--- src/bbm_map.svh ---
`ifndef BBM_MAP_SVH
`define BBM_MAP_SVH

// ----------------------------------------------------------------
// Opcodes
// ----------------------------------------------------------------
`define BBM_OP_DIR_RN_HI   5'h11
`define BBM_OP_DIR_DIR     8'h85
`define BBM_OP_DIR_IMM     8'h75
`define BBM_OP_C_BIT       8'hA2
`define BBM_OP_BIT_C       8'h92

// ----------------------------------------------------------------
// Timing
// ----------------------------------------------------------------
`define BBM_CLKS_PER_MCYC  4'hC
`define BBM_MCYC_LONG      2'h2
`define BBM_MCYC_SHORT     2'h1

`endif

--- src/bbm_pkg.sv ---
`default_nettype none
package bbm_pkg;
    typedef enum logic [2:0] {
        BBM_IDLE,
        BBM_DEC,
        BBM_OP1,
        BBM_OP2,
        BBM_READ,
        BBM_WAIT,
        BBM_HOLD,
        BBM_WB
    } bbm_state_t;
endpackage : bbm_pkg
`default_nettype wire

--- src/bbm_byte_reg.sv ---
`default_nettype none
module bbm_byte_reg #(
    parameter int W = 8
) (
    // Clock and reset
    input  wire logic         i_clk,
    input  wire logic         i_rst_n,
    // Load port
    input  wire logic         i_load,
    input  wire logic [W-1:0] i_d,
    output logic      [W-1:0] o_q
);
    logic [W-1:0] val_q;

    always_ff @(posedge i_clk or negedge i_rst_n) begin
        if (!i_rst_n) begin
            val_q <= '0;
        end else if (i_load) begin
            val_q <= i_d;
        end
    end

    assign o_q = val_q;
endmodule // bbm_byte_reg
`default_nettype wire

--- src/bbm_move_decode.sv ---
`include "bbm_map.svh"
`default_nettype none
module bbm_move_decode (
    // Clock and reset
    input  wire logic       i_clk,
    input  wire logic       i_rst_n,
    // Instruction byte stream
    input  wire logic       i_fetch_valid,
    input  wire logic [7:0] i_fetch_byte,
    output logic            o_fetch_ready,
    // Core state
    input  wire logic [1:0] i_bank_sel,
    input  wire logic       i_carry,
    output logic            o_carry_wr,
    output logic            o_carry_wdata,
    // Internal data memory
    output logic            o_mem_rd,
    output logic            o_mem_wr,
    output logic      [7:0] o_mem_addr,
    output logic      [7:0] o_mem_wdata,
    input  wire logic [7:0] i_mem_rdata,
    // Bit space
    output logic            o_bit_rd,
    output logic            o_bit_wr,
    output logic      [7:0] o_bit_addr,
    output logic            o_bit_wdata,
    input  wire logic       i_bit_rdata,
    // Status
    output logic            o_done,
    output logic            o_illegal
);
    import bbm_pkg::*;

    bbm_state_t state_q;
    bbm_state_t state_d;
    logic [7:0] op_q;
    logic [7:0] op1_q;
    logic [7:0] op2_q;
    logic [7:0] data_q;
    logic [1:0] bank_q;
    logic [3:0] div_q;
    logic [1:0] mcyc_q;
    logic [5:0] elapsed_q;

    // ------------------------------------------------------------
    // Decode
    // ------------------------------------------------------------
    wire accept    = i_fetch_valid && o_fetch_ready;
    wire is_dir_rn = (op_q[7:3] == `BBM_OP_DIR_RN_HI);
    wire is_dir_dir = (op_q == `BBM_OP_DIR_DIR);
    wire is_dir_imm = (op_q == `BBM_OP_DIR_IMM);
    wire is_c_bit  = (op_q == `BBM_OP_C_BIT);
    wire is_bit_c  = (op_q == `BBM_OP_BIT_C);
    wire is_bit    = is_c_bit || is_bit_c;
    wire legal     = is_dir_rn || is_dir_dir || is_dir_imm || is_bit;
    wire two_opnd  = is_dir_dir || is_dir_imm;
    wire needs_rd  = is_dir_rn || is_dir_dir || is_c_bit;
    wire [7:0] bank_addr = {3'h0, bank_q, op_q[2:0]};
    wire [1:0] need_mcyc =
        is_c_bit ? `BBM_MCYC_SHORT : `BBM_MCYC_LONG;
    wire mcyc_tick = (div_q == (`BBM_CLKS_PER_MCYC - 4'h1));
    wire time_ok   = (mcyc_q >= need_mcyc);
    wire [7:0] src_addr = is_dir_rn ? bank_addr : op1_q;
    // Byte destination: second operand only for direct to direct
    wire [7:0] dst_addr = is_dir_dir ? op2_q : op1_q;
    wire [7:0] wdata    = is_dir_imm ? op2_q : data_q;
    // The bit read leaves OP1 while op1_q is still loading
    wire [7:0] bit_addr = (state_q == BBM_OP1) ? i_fetch_byte : op1_q;

    // ------------------------------------------------------------
    // Sequencer
    // ------------------------------------------------------------
    always_comb begin
        state_d = state_q;
        case (state_q)
            BBM_IDLE: if (accept) state_d = BBM_DEC;
            BBM_DEC:  state_d = legal ? BBM_OP1 : BBM_IDLE;
            BBM_OP1: begin
                if (accept) begin
                    if (two_opnd) state_d = BBM_OP2;
                    else if (needs_rd) state_d = BBM_READ;
                    else state_d = BBM_HOLD;
                end
            end
            BBM_OP2: begin
                if (accept) state_d = is_dir_dir ? BBM_READ : BBM_HOLD;
            end
            BBM_READ: state_d = BBM_WAIT;
            BBM_WAIT: state_d = BBM_HOLD;
            BBM_HOLD: if (time_ok) state_d = BBM_WB;
            BBM_WB:   state_d = BBM_IDLE;
            default:  state_d = BBM_IDLE;
        endcase
    end

    wire fetch_st  = (state_d == BBM_IDLE) || (state_d == BBM_OP1) ||
                     (state_d == BBM_OP2);
    wire enter_rd  = (state_d == BBM_READ) && (state_q != BBM_READ);
    wire enter_wb  = (state_d == BBM_WB) && (state_q != BBM_WB);

    bbm_byte_reg #(.W(8)) u_op (
        .i_clk  (i_clk),
        .i_rst_n(i_rst_n),
        .i_load (accept && (state_q == BBM_IDLE)),
        .i_d    (i_fetch_byte),
        .o_q    (op_q)
    );

    bbm_byte_reg #(.W(8)) u_op1 (
        .i_clk  (i_clk),
        .i_rst_n(i_rst_n),
        .i_load (accept && (state_q == BBM_OP1)),
        .i_d    (i_fetch_byte),
        .o_q    (op1_q)
    );

    bbm_byte_reg #(.W(8)) u_op2 (
        .i_clk  (i_clk),
        .i_rst_n(i_rst_n),
        .i_load (accept && (state_q == BBM_OP2)),
        .i_d    (i_fetch_byte),
        .o_q    (op2_q)
    );

    // Source is only sampled, never written back
    bbm_byte_reg #(.W(8)) u_data (
        .i_clk  (i_clk),
        .i_rst_n(i_rst_n),
        .i_load (state_q == BBM_WAIT),
        .i_d    (is_c_bit ? {7'h00, i_bit_rdata} : i_mem_rdata),
        .o_q    (data_q)
    );

    always_ff @(posedge i_clk or negedge i_rst_n) begin
        if (!i_rst_n) begin
            state_q <= BBM_IDLE;
            bank_q  <= 2'h0;
        end else begin
            state_q <= state_d;
            if (accept && (state_q == BBM_IDLE)) begin
                bank_q <= i_bank_sel;
            end
        end
    end

    // ------------------------------------------------------------
    // Machine cycle timing
    // ------------------------------------------------------------
    // Divider restarts at opcode so the count is exact per instruction
    always_ff @(posedge i_clk or negedge i_rst_n) begin
        if (!i_rst_n) begin
            div_q     <= 4'h0;
            mcyc_q    <= 2'h0;
            elapsed_q <= 6'h00;
        end else if (accept && (state_q == BBM_IDLE)) begin
            div_q     <= 4'h0;
            mcyc_q    <= 2'h0;
            elapsed_q <= 6'h01;
        end else begin
            div_q <= mcyc_tick ? 4'h0 : div_q + 4'h1;
            if (mcyc_tick && (mcyc_q != 2'h3)) begin
                mcyc_q <= mcyc_q + 2'h1;
            end
            if (elapsed_q != 6'h3F) begin
                elapsed_q <= elapsed_q + 6'h01;
            end
        end
    end

    // ------------------------------------------------------------
    // Registered outputs
    // ------------------------------------------------------------
    always_ff @(posedge i_clk or negedge i_rst_n) begin
        if (!i_rst_n) begin
            o_fetch_ready <= 1'b0;
            o_mem_rd      <= 1'b0;
            o_mem_wr      <= 1'b0;
            o_mem_addr    <= 8'h00;
            o_mem_wdata   <= 8'h00;
            o_bit_rd      <= 1'b0;
            o_bit_wr      <= 1'b0;
            o_bit_addr    <= 8'h00;
            o_bit_wdata   <= 1'b0;
            o_carry_wr    <= 1'b0;
            o_carry_wdata <= 1'b0;
            o_done        <= 1'b0;
            o_illegal     <= 1'b0;
        end else begin
            o_fetch_ready <= fetch_st;
            o_mem_rd      <= enter_rd && !is_bit;
            o_bit_rd      <= enter_rd && is_c_bit;
            // Only one destination strobe per move
            o_mem_wr      <= enter_wb && !is_bit;
            o_bit_wr      <= enter_wb && is_bit_c;
            o_carry_wr    <= enter_wb && is_c_bit;
            o_done        <= enter_wb;
            o_illegal     <= (state_q == BBM_DEC) && !legal;
            if (enter_rd) begin
                o_mem_addr <= src_addr;
                o_bit_addr <= bit_addr;
            end else if (enter_wb) begin
                o_mem_addr <= dst_addr;
                o_bit_addr <= op1_q;
            end
            if (enter_wb) begin
                o_mem_wdata   <= wdata;
                o_bit_wdata   <= i_carry;
                o_carry_wdata <= data_q[0];
            end
        end
    end

    // ------------------------------------------------------------
    // Checks
    // ------------------------------------------------------------
    a_bank_src_addr: assert property (@(posedge i_clk)
        disable iff (!i_rst_n)
        (o_mem_rd && is_dir_rn) |->
            (o_mem_addr == {3'h0, bank_q, op_q[2:0]}))
        else $error("bank register source address wrong");

    a_bank_capture: assert property (@(posedge i_clk)
        disable iff (!i_rst_n)
        (accept && (state_q == BBM_IDLE)) |=> (bank_q == $past(i_bank_sel)))
        else $error("bank select not held for instruction");

    // Window closes before a following move can reach its own write
    a_dir_dir_write: assert property (@(posedge i_clk)
        disable iff (!i_rst_n)
        (o_mem_rd && is_dir_dir) ##1 1'b1 ##[1:21] o_mem_wr |->
            (o_mem_addr == op2_q) && (o_mem_wdata == data_q))
        else $error("direct move wrote wrong place or value");

    a_imm_write: assert property (@(posedge i_clk)
        disable iff (!i_rst_n)
        (o_mem_wr && is_dir_imm) |->
            (o_mem_addr == op1_q) && (o_mem_wdata == op2_q) && !o_mem_rd)
        else $error("immediate move wrote wrong place or value");

    a_two_mcyc_time: assert property (@(posedge i_clk)
        disable iff (!i_rst_n)
        (o_done && !is_c_bit) |-> (elapsed_q >= 6'h1A))
        else $error("two cycle move finished early");

    a_bit_copy_val: assert property (@(posedge i_clk)
        disable iff (!i_rst_n)
        o_bit_wr |-> (o_bit_wdata == $past(i_carry)) && !o_bit_rd)
        else $error("bit destination not given carry value");

    a_carry_pairing: assert property (@(posedge i_clk)
        disable iff (!i_rst_n)
        (o_bit_wr || o_carry_wr || o_bit_rd) |-> is_bit)
        else $error("bit access outside a carry bit move");

    a_single_dest: assert property (@(posedge i_clk)
        disable iff (!i_rst_n)
        (o_bit_wr || o_carry_wr) |->
            !o_mem_wr && !(o_bit_wr && o_carry_wr) ##1 !o_bit_wr)
        else $error("bit move touched a second location");
endmodule // bbm_move_decode
`default_nettype wire

--- config.mk ---
export PLATFORM = sky130hd
export DESIGN_NAME = bbm_move_decode
export DESIGN_NICKNAME = d
export VERILOG_FILES = /design/src/bbm_pkg.sv /design/src/bbm_byte_reg.sv /design/src/bbm_move_decode.sv
export VERILOG_INCLUDE_DIRS = /design/src
export SDC_FILE = /design/constraint.sdc
export NUM_CORES = 1
export LEC_CHECK = 0
export BUFFER_PORTS_ARGS = -buffer_cell sky130_fd_sc_hd__buf_2
export CAP_MARGIN = 5
export CORE_MARGIN = 2
export CORE_UTILIZATION = 30
export CTS_CLUSTER_SIZE = 10
export DETAILED_ROUTE_END_ITERATION = 8
export PLACE_DENSITY = 0.57
export SKIP_LAST_GASP = 1
export SLEW_MARGIN = 20
export SYNTH_ARGS = -nofsm -noshare
export SYNTH_HDL_FRONTEND = slang
export SYNTH_HIERARCHICAL = 1
export SYNTH_SLANG_ARGS = --single-unit
--- constraint.sdc ---
create_clock -name i_clk -period 6 [get_ports i_clk]
set_input_delay 0.6 -clock i_clk [delete_from_list [all_inputs] [get_ports i_clk]]
set_output_delay 0.6 -clock i_clk [all_outputs]
set_load 0.1 [all_outputs]
==> run metrics <==
EDFF count, synth=0; area leader, netlist=dfrtp_1; Synth Register Bits=between 70 and 80; Initial Util=0.306; Fmax=roughly 0.23 GHz; Syn Nets=358; critical path type=reg2reg; MaxCap Viol Count=0; post-synthesis adder-cell area fraction=0.0131; CP bufs+invs=3; ranking of synthesized cells by area=dfrtp_1, mux2_4, nand2_1, mux2i_1, inv_1; GRT Resource Usage Total=0.146; largest family of logic cells by synthesized area=multiplexers; Compound-Gate Fraction of Synth Area=0.111; top post-synthesis cells by count=dfrtp_1, nand2_1, mux2_4; Die ar.=approximately 14,000 sq um; first-pass GRT wire length=about 15 mm; DRC viols=0; Nets=410; Synth-to-Final Area Change=20.7%; Mapped Avg Cell Area=about 12 sq um; Seq/Total Area, Yosys=0.504; TritonCTS clock tree=built; most numerous cell in the Yosys netlist=dfrtp_1; simple-gate share of the synthesized area=0.157; asr flop ratio synth=1.00; worst slew pin tran=1.09 ns; multi-input logic area=between 1500 and 2000 sq um; DRT iter0 DRCs=312; Post-Route WL=approximately 9.4 mm; status=finished clean; CTS H-Tree Depth=3; Ys Warns=6; I/O Buffers=56; largest net degree at the start of global routing=between 70 and 80; Vias per Instance=~4.8; reg2reg start=u_op/o_q[3]$_DFFE_PN0P_; CTS Hold Bufs=0; cts repair resizes=0; 1st-pass router iterations=4; multiplexer share of the synthesized area=0.158; Rel. slew slack=0.273; r2r worst-path depth=11; CP Capture Type=flop; final hold vios=0; Vias=~2,700; Final period util=0.713; DPL Wire Length=6.74 mm; DRT antenna net count=0; ratio of cells with drive above 1 in the final layout=0.310; grt total ovfl=0; most used flip-flop cell after synthesis=dfrtp_1; Max Buffers Root-to-Sink=2; post-synth top area share=0.504; worst path arrival time=~4.5 ns; xor/xnor cell area share of the yosys netlist=0.00916; Inserted Clock Buffers=9; clk_lat worst skew=between 0.3 and 0.4 ns; RSZ-0062 raised after global routing=false; setup TNS=0 ns; crit start category=flop; Yosys cell types=52; Root Driver=clkbuf_16; wire per inst=between 15 and 20 um; Slew Limit Fails=0; fillcell total=1,273; worst-path maximum fanout=22; CP cell instances=nor4b_1, nand4b_1, inv_1, ha_1, nand2b_1, a21oi_1, nand2b_1, buf_4, inv_1, a21oi_1, a221oi_1; Final Critical Period=about 4.3 ns; Post-Syn Instances=about 330; crit-path max cell delay=roughly 0.58 ns; core area=12,500 sq um; Die X=between 100 and 150 um; register area=1930 sq um; RePlAce Congestion=0.822; num ports=57; antenna cell count=0; Synth Cell Area=3830 sq um; Post-CTS Setup Bufs=0; # rows=41; Clock Skew=between 0.007 and 0.008 ns; height of the die=about 120 um; Crit-path slowest cell=nor4b_1; Clock transition at path regs=0.06 ns; initial antenna violation count=0; CP required=~6.2 ns; min-delay worst type=in2async; vias in the first global route=around 2,700; delay-heaviest family, CP=simple AND/OR/NAND/NOR gates; Stages on worst setup path=11; CP startpoint=u_op/o_q[3]$_DFFE_PN0P_; Final setup viols=0; Num Clock Sinks=77
-- registers in the layout (all words and copies together), names as in the netlist, 2 cells and up --
signal,cells
bank_q,2
div_q,4
o_mem_wdata,8
o_bit_addr,8
o_mem_addr,8
mcyc_q,2
u_op1/o_q,8
state_q,3
u_data/o_q,8
u_op2/o_q,8
u_op/o_q,8
-- kinds of logic (layout without fill, tap and decap cells) --
| logic type | Yosys count | count (layout) |
|---|---|---|
| buf+inv | 40 | 96 |
| flops | 77 | 77 |
| simple gates | 105 | 105 |
| xor+xnor | 4 | 4 |
| mux | 44 | 44 |
| fa+ha+maj | 4 | 4 |
| compound gates | 57 | 57 |
-- layout make-up --
cell class | instances | share of cell area
Clock buffer | 11 | 0.0526
Clock inverter | 4 | 0.0260
Inverter | 23 | 0.0187
Multi-Input combinational cell | 214 | 0.373
Sequential cell | 77 | 0.417
Tap cell | 172 | 0.0466
Timing Repair Buffer | 58 | 0.0653
-- final timing paths --
kind | to | slack [ns]
max | o_mem_addr[5]$_DFFE_PN0P_ | 1.72
min | o_mem_wr$_DFF_PN0_ | 0.31
max reg2reg | o_mem_addr[5]$_DFFE_PN0P_ | 1.72
min reg2reg | div_q[0]$_DFF_PN0_ | 0.46
max in group asynchronous | o_mem_addr[0]$_DFFE_PN0P_ | 5.23
min in group i_clk | div_q[0]$_DFF_PN0_ | 0.46
-- metal layers --
layer,wire length (um),track usage
met5,0,0
met4,110,0.0533
met3,464,0.0242
met2,4140,0.214
met1,4720,0.216
-- placed cells by master, fill, tap and decap left out, types with 4 or more instances in the layout --
cell type / Yosys / routed
a21oi_1: 16 / 16
nor3_1: 4 / 4
inv_1: 22 / 22
ha_1: 4 / 4
mux2i_1: 10 / 10
buf_2: 2 / 55
nand3_1: 5 / 5
a221o_1: 4 / 4
nor2_1: 13 / 12
clkbuf_16: 0 / 9
mux2_4: 32 / 32
dfrtp_1: 77 / 77
nand4_1: 9 / 9
and2_1: 11 / 11
bufinv_16: 0 / 4
o21ai_0: 13 / 13
nand2_1: 36 / 36
nor2b_1: 5 / 5
o221ai_1: 8 / 8
-- stage by stage --
| stage | std cells | util | cell area, sq um | hold WS (ns) | setup WS (ns) |
|---|---|---|---|---|---|
| floorplan | 331 | - | 3830 | 0.304 | 3.06 |
| global placement | 544 | 0.339 | 4250 | 0.449 | 1.93 |
| detailed placement | 544 | 0.339 | 4250 | 0.459 | 1.73 |
| CTS | 559 | 0.368 | 4610 | 0.468 | 1.73 |
| global route | 559 | 0.369 | 4620 | 0.365 | 1.27 |
| finish | 559 | 0.369 | 4620 | 0.308 | 1.72 |
Power is left out: the tool's default activity adds up to more than one toggle a clock period on the data nets, which glitch-free logic cannot reach.
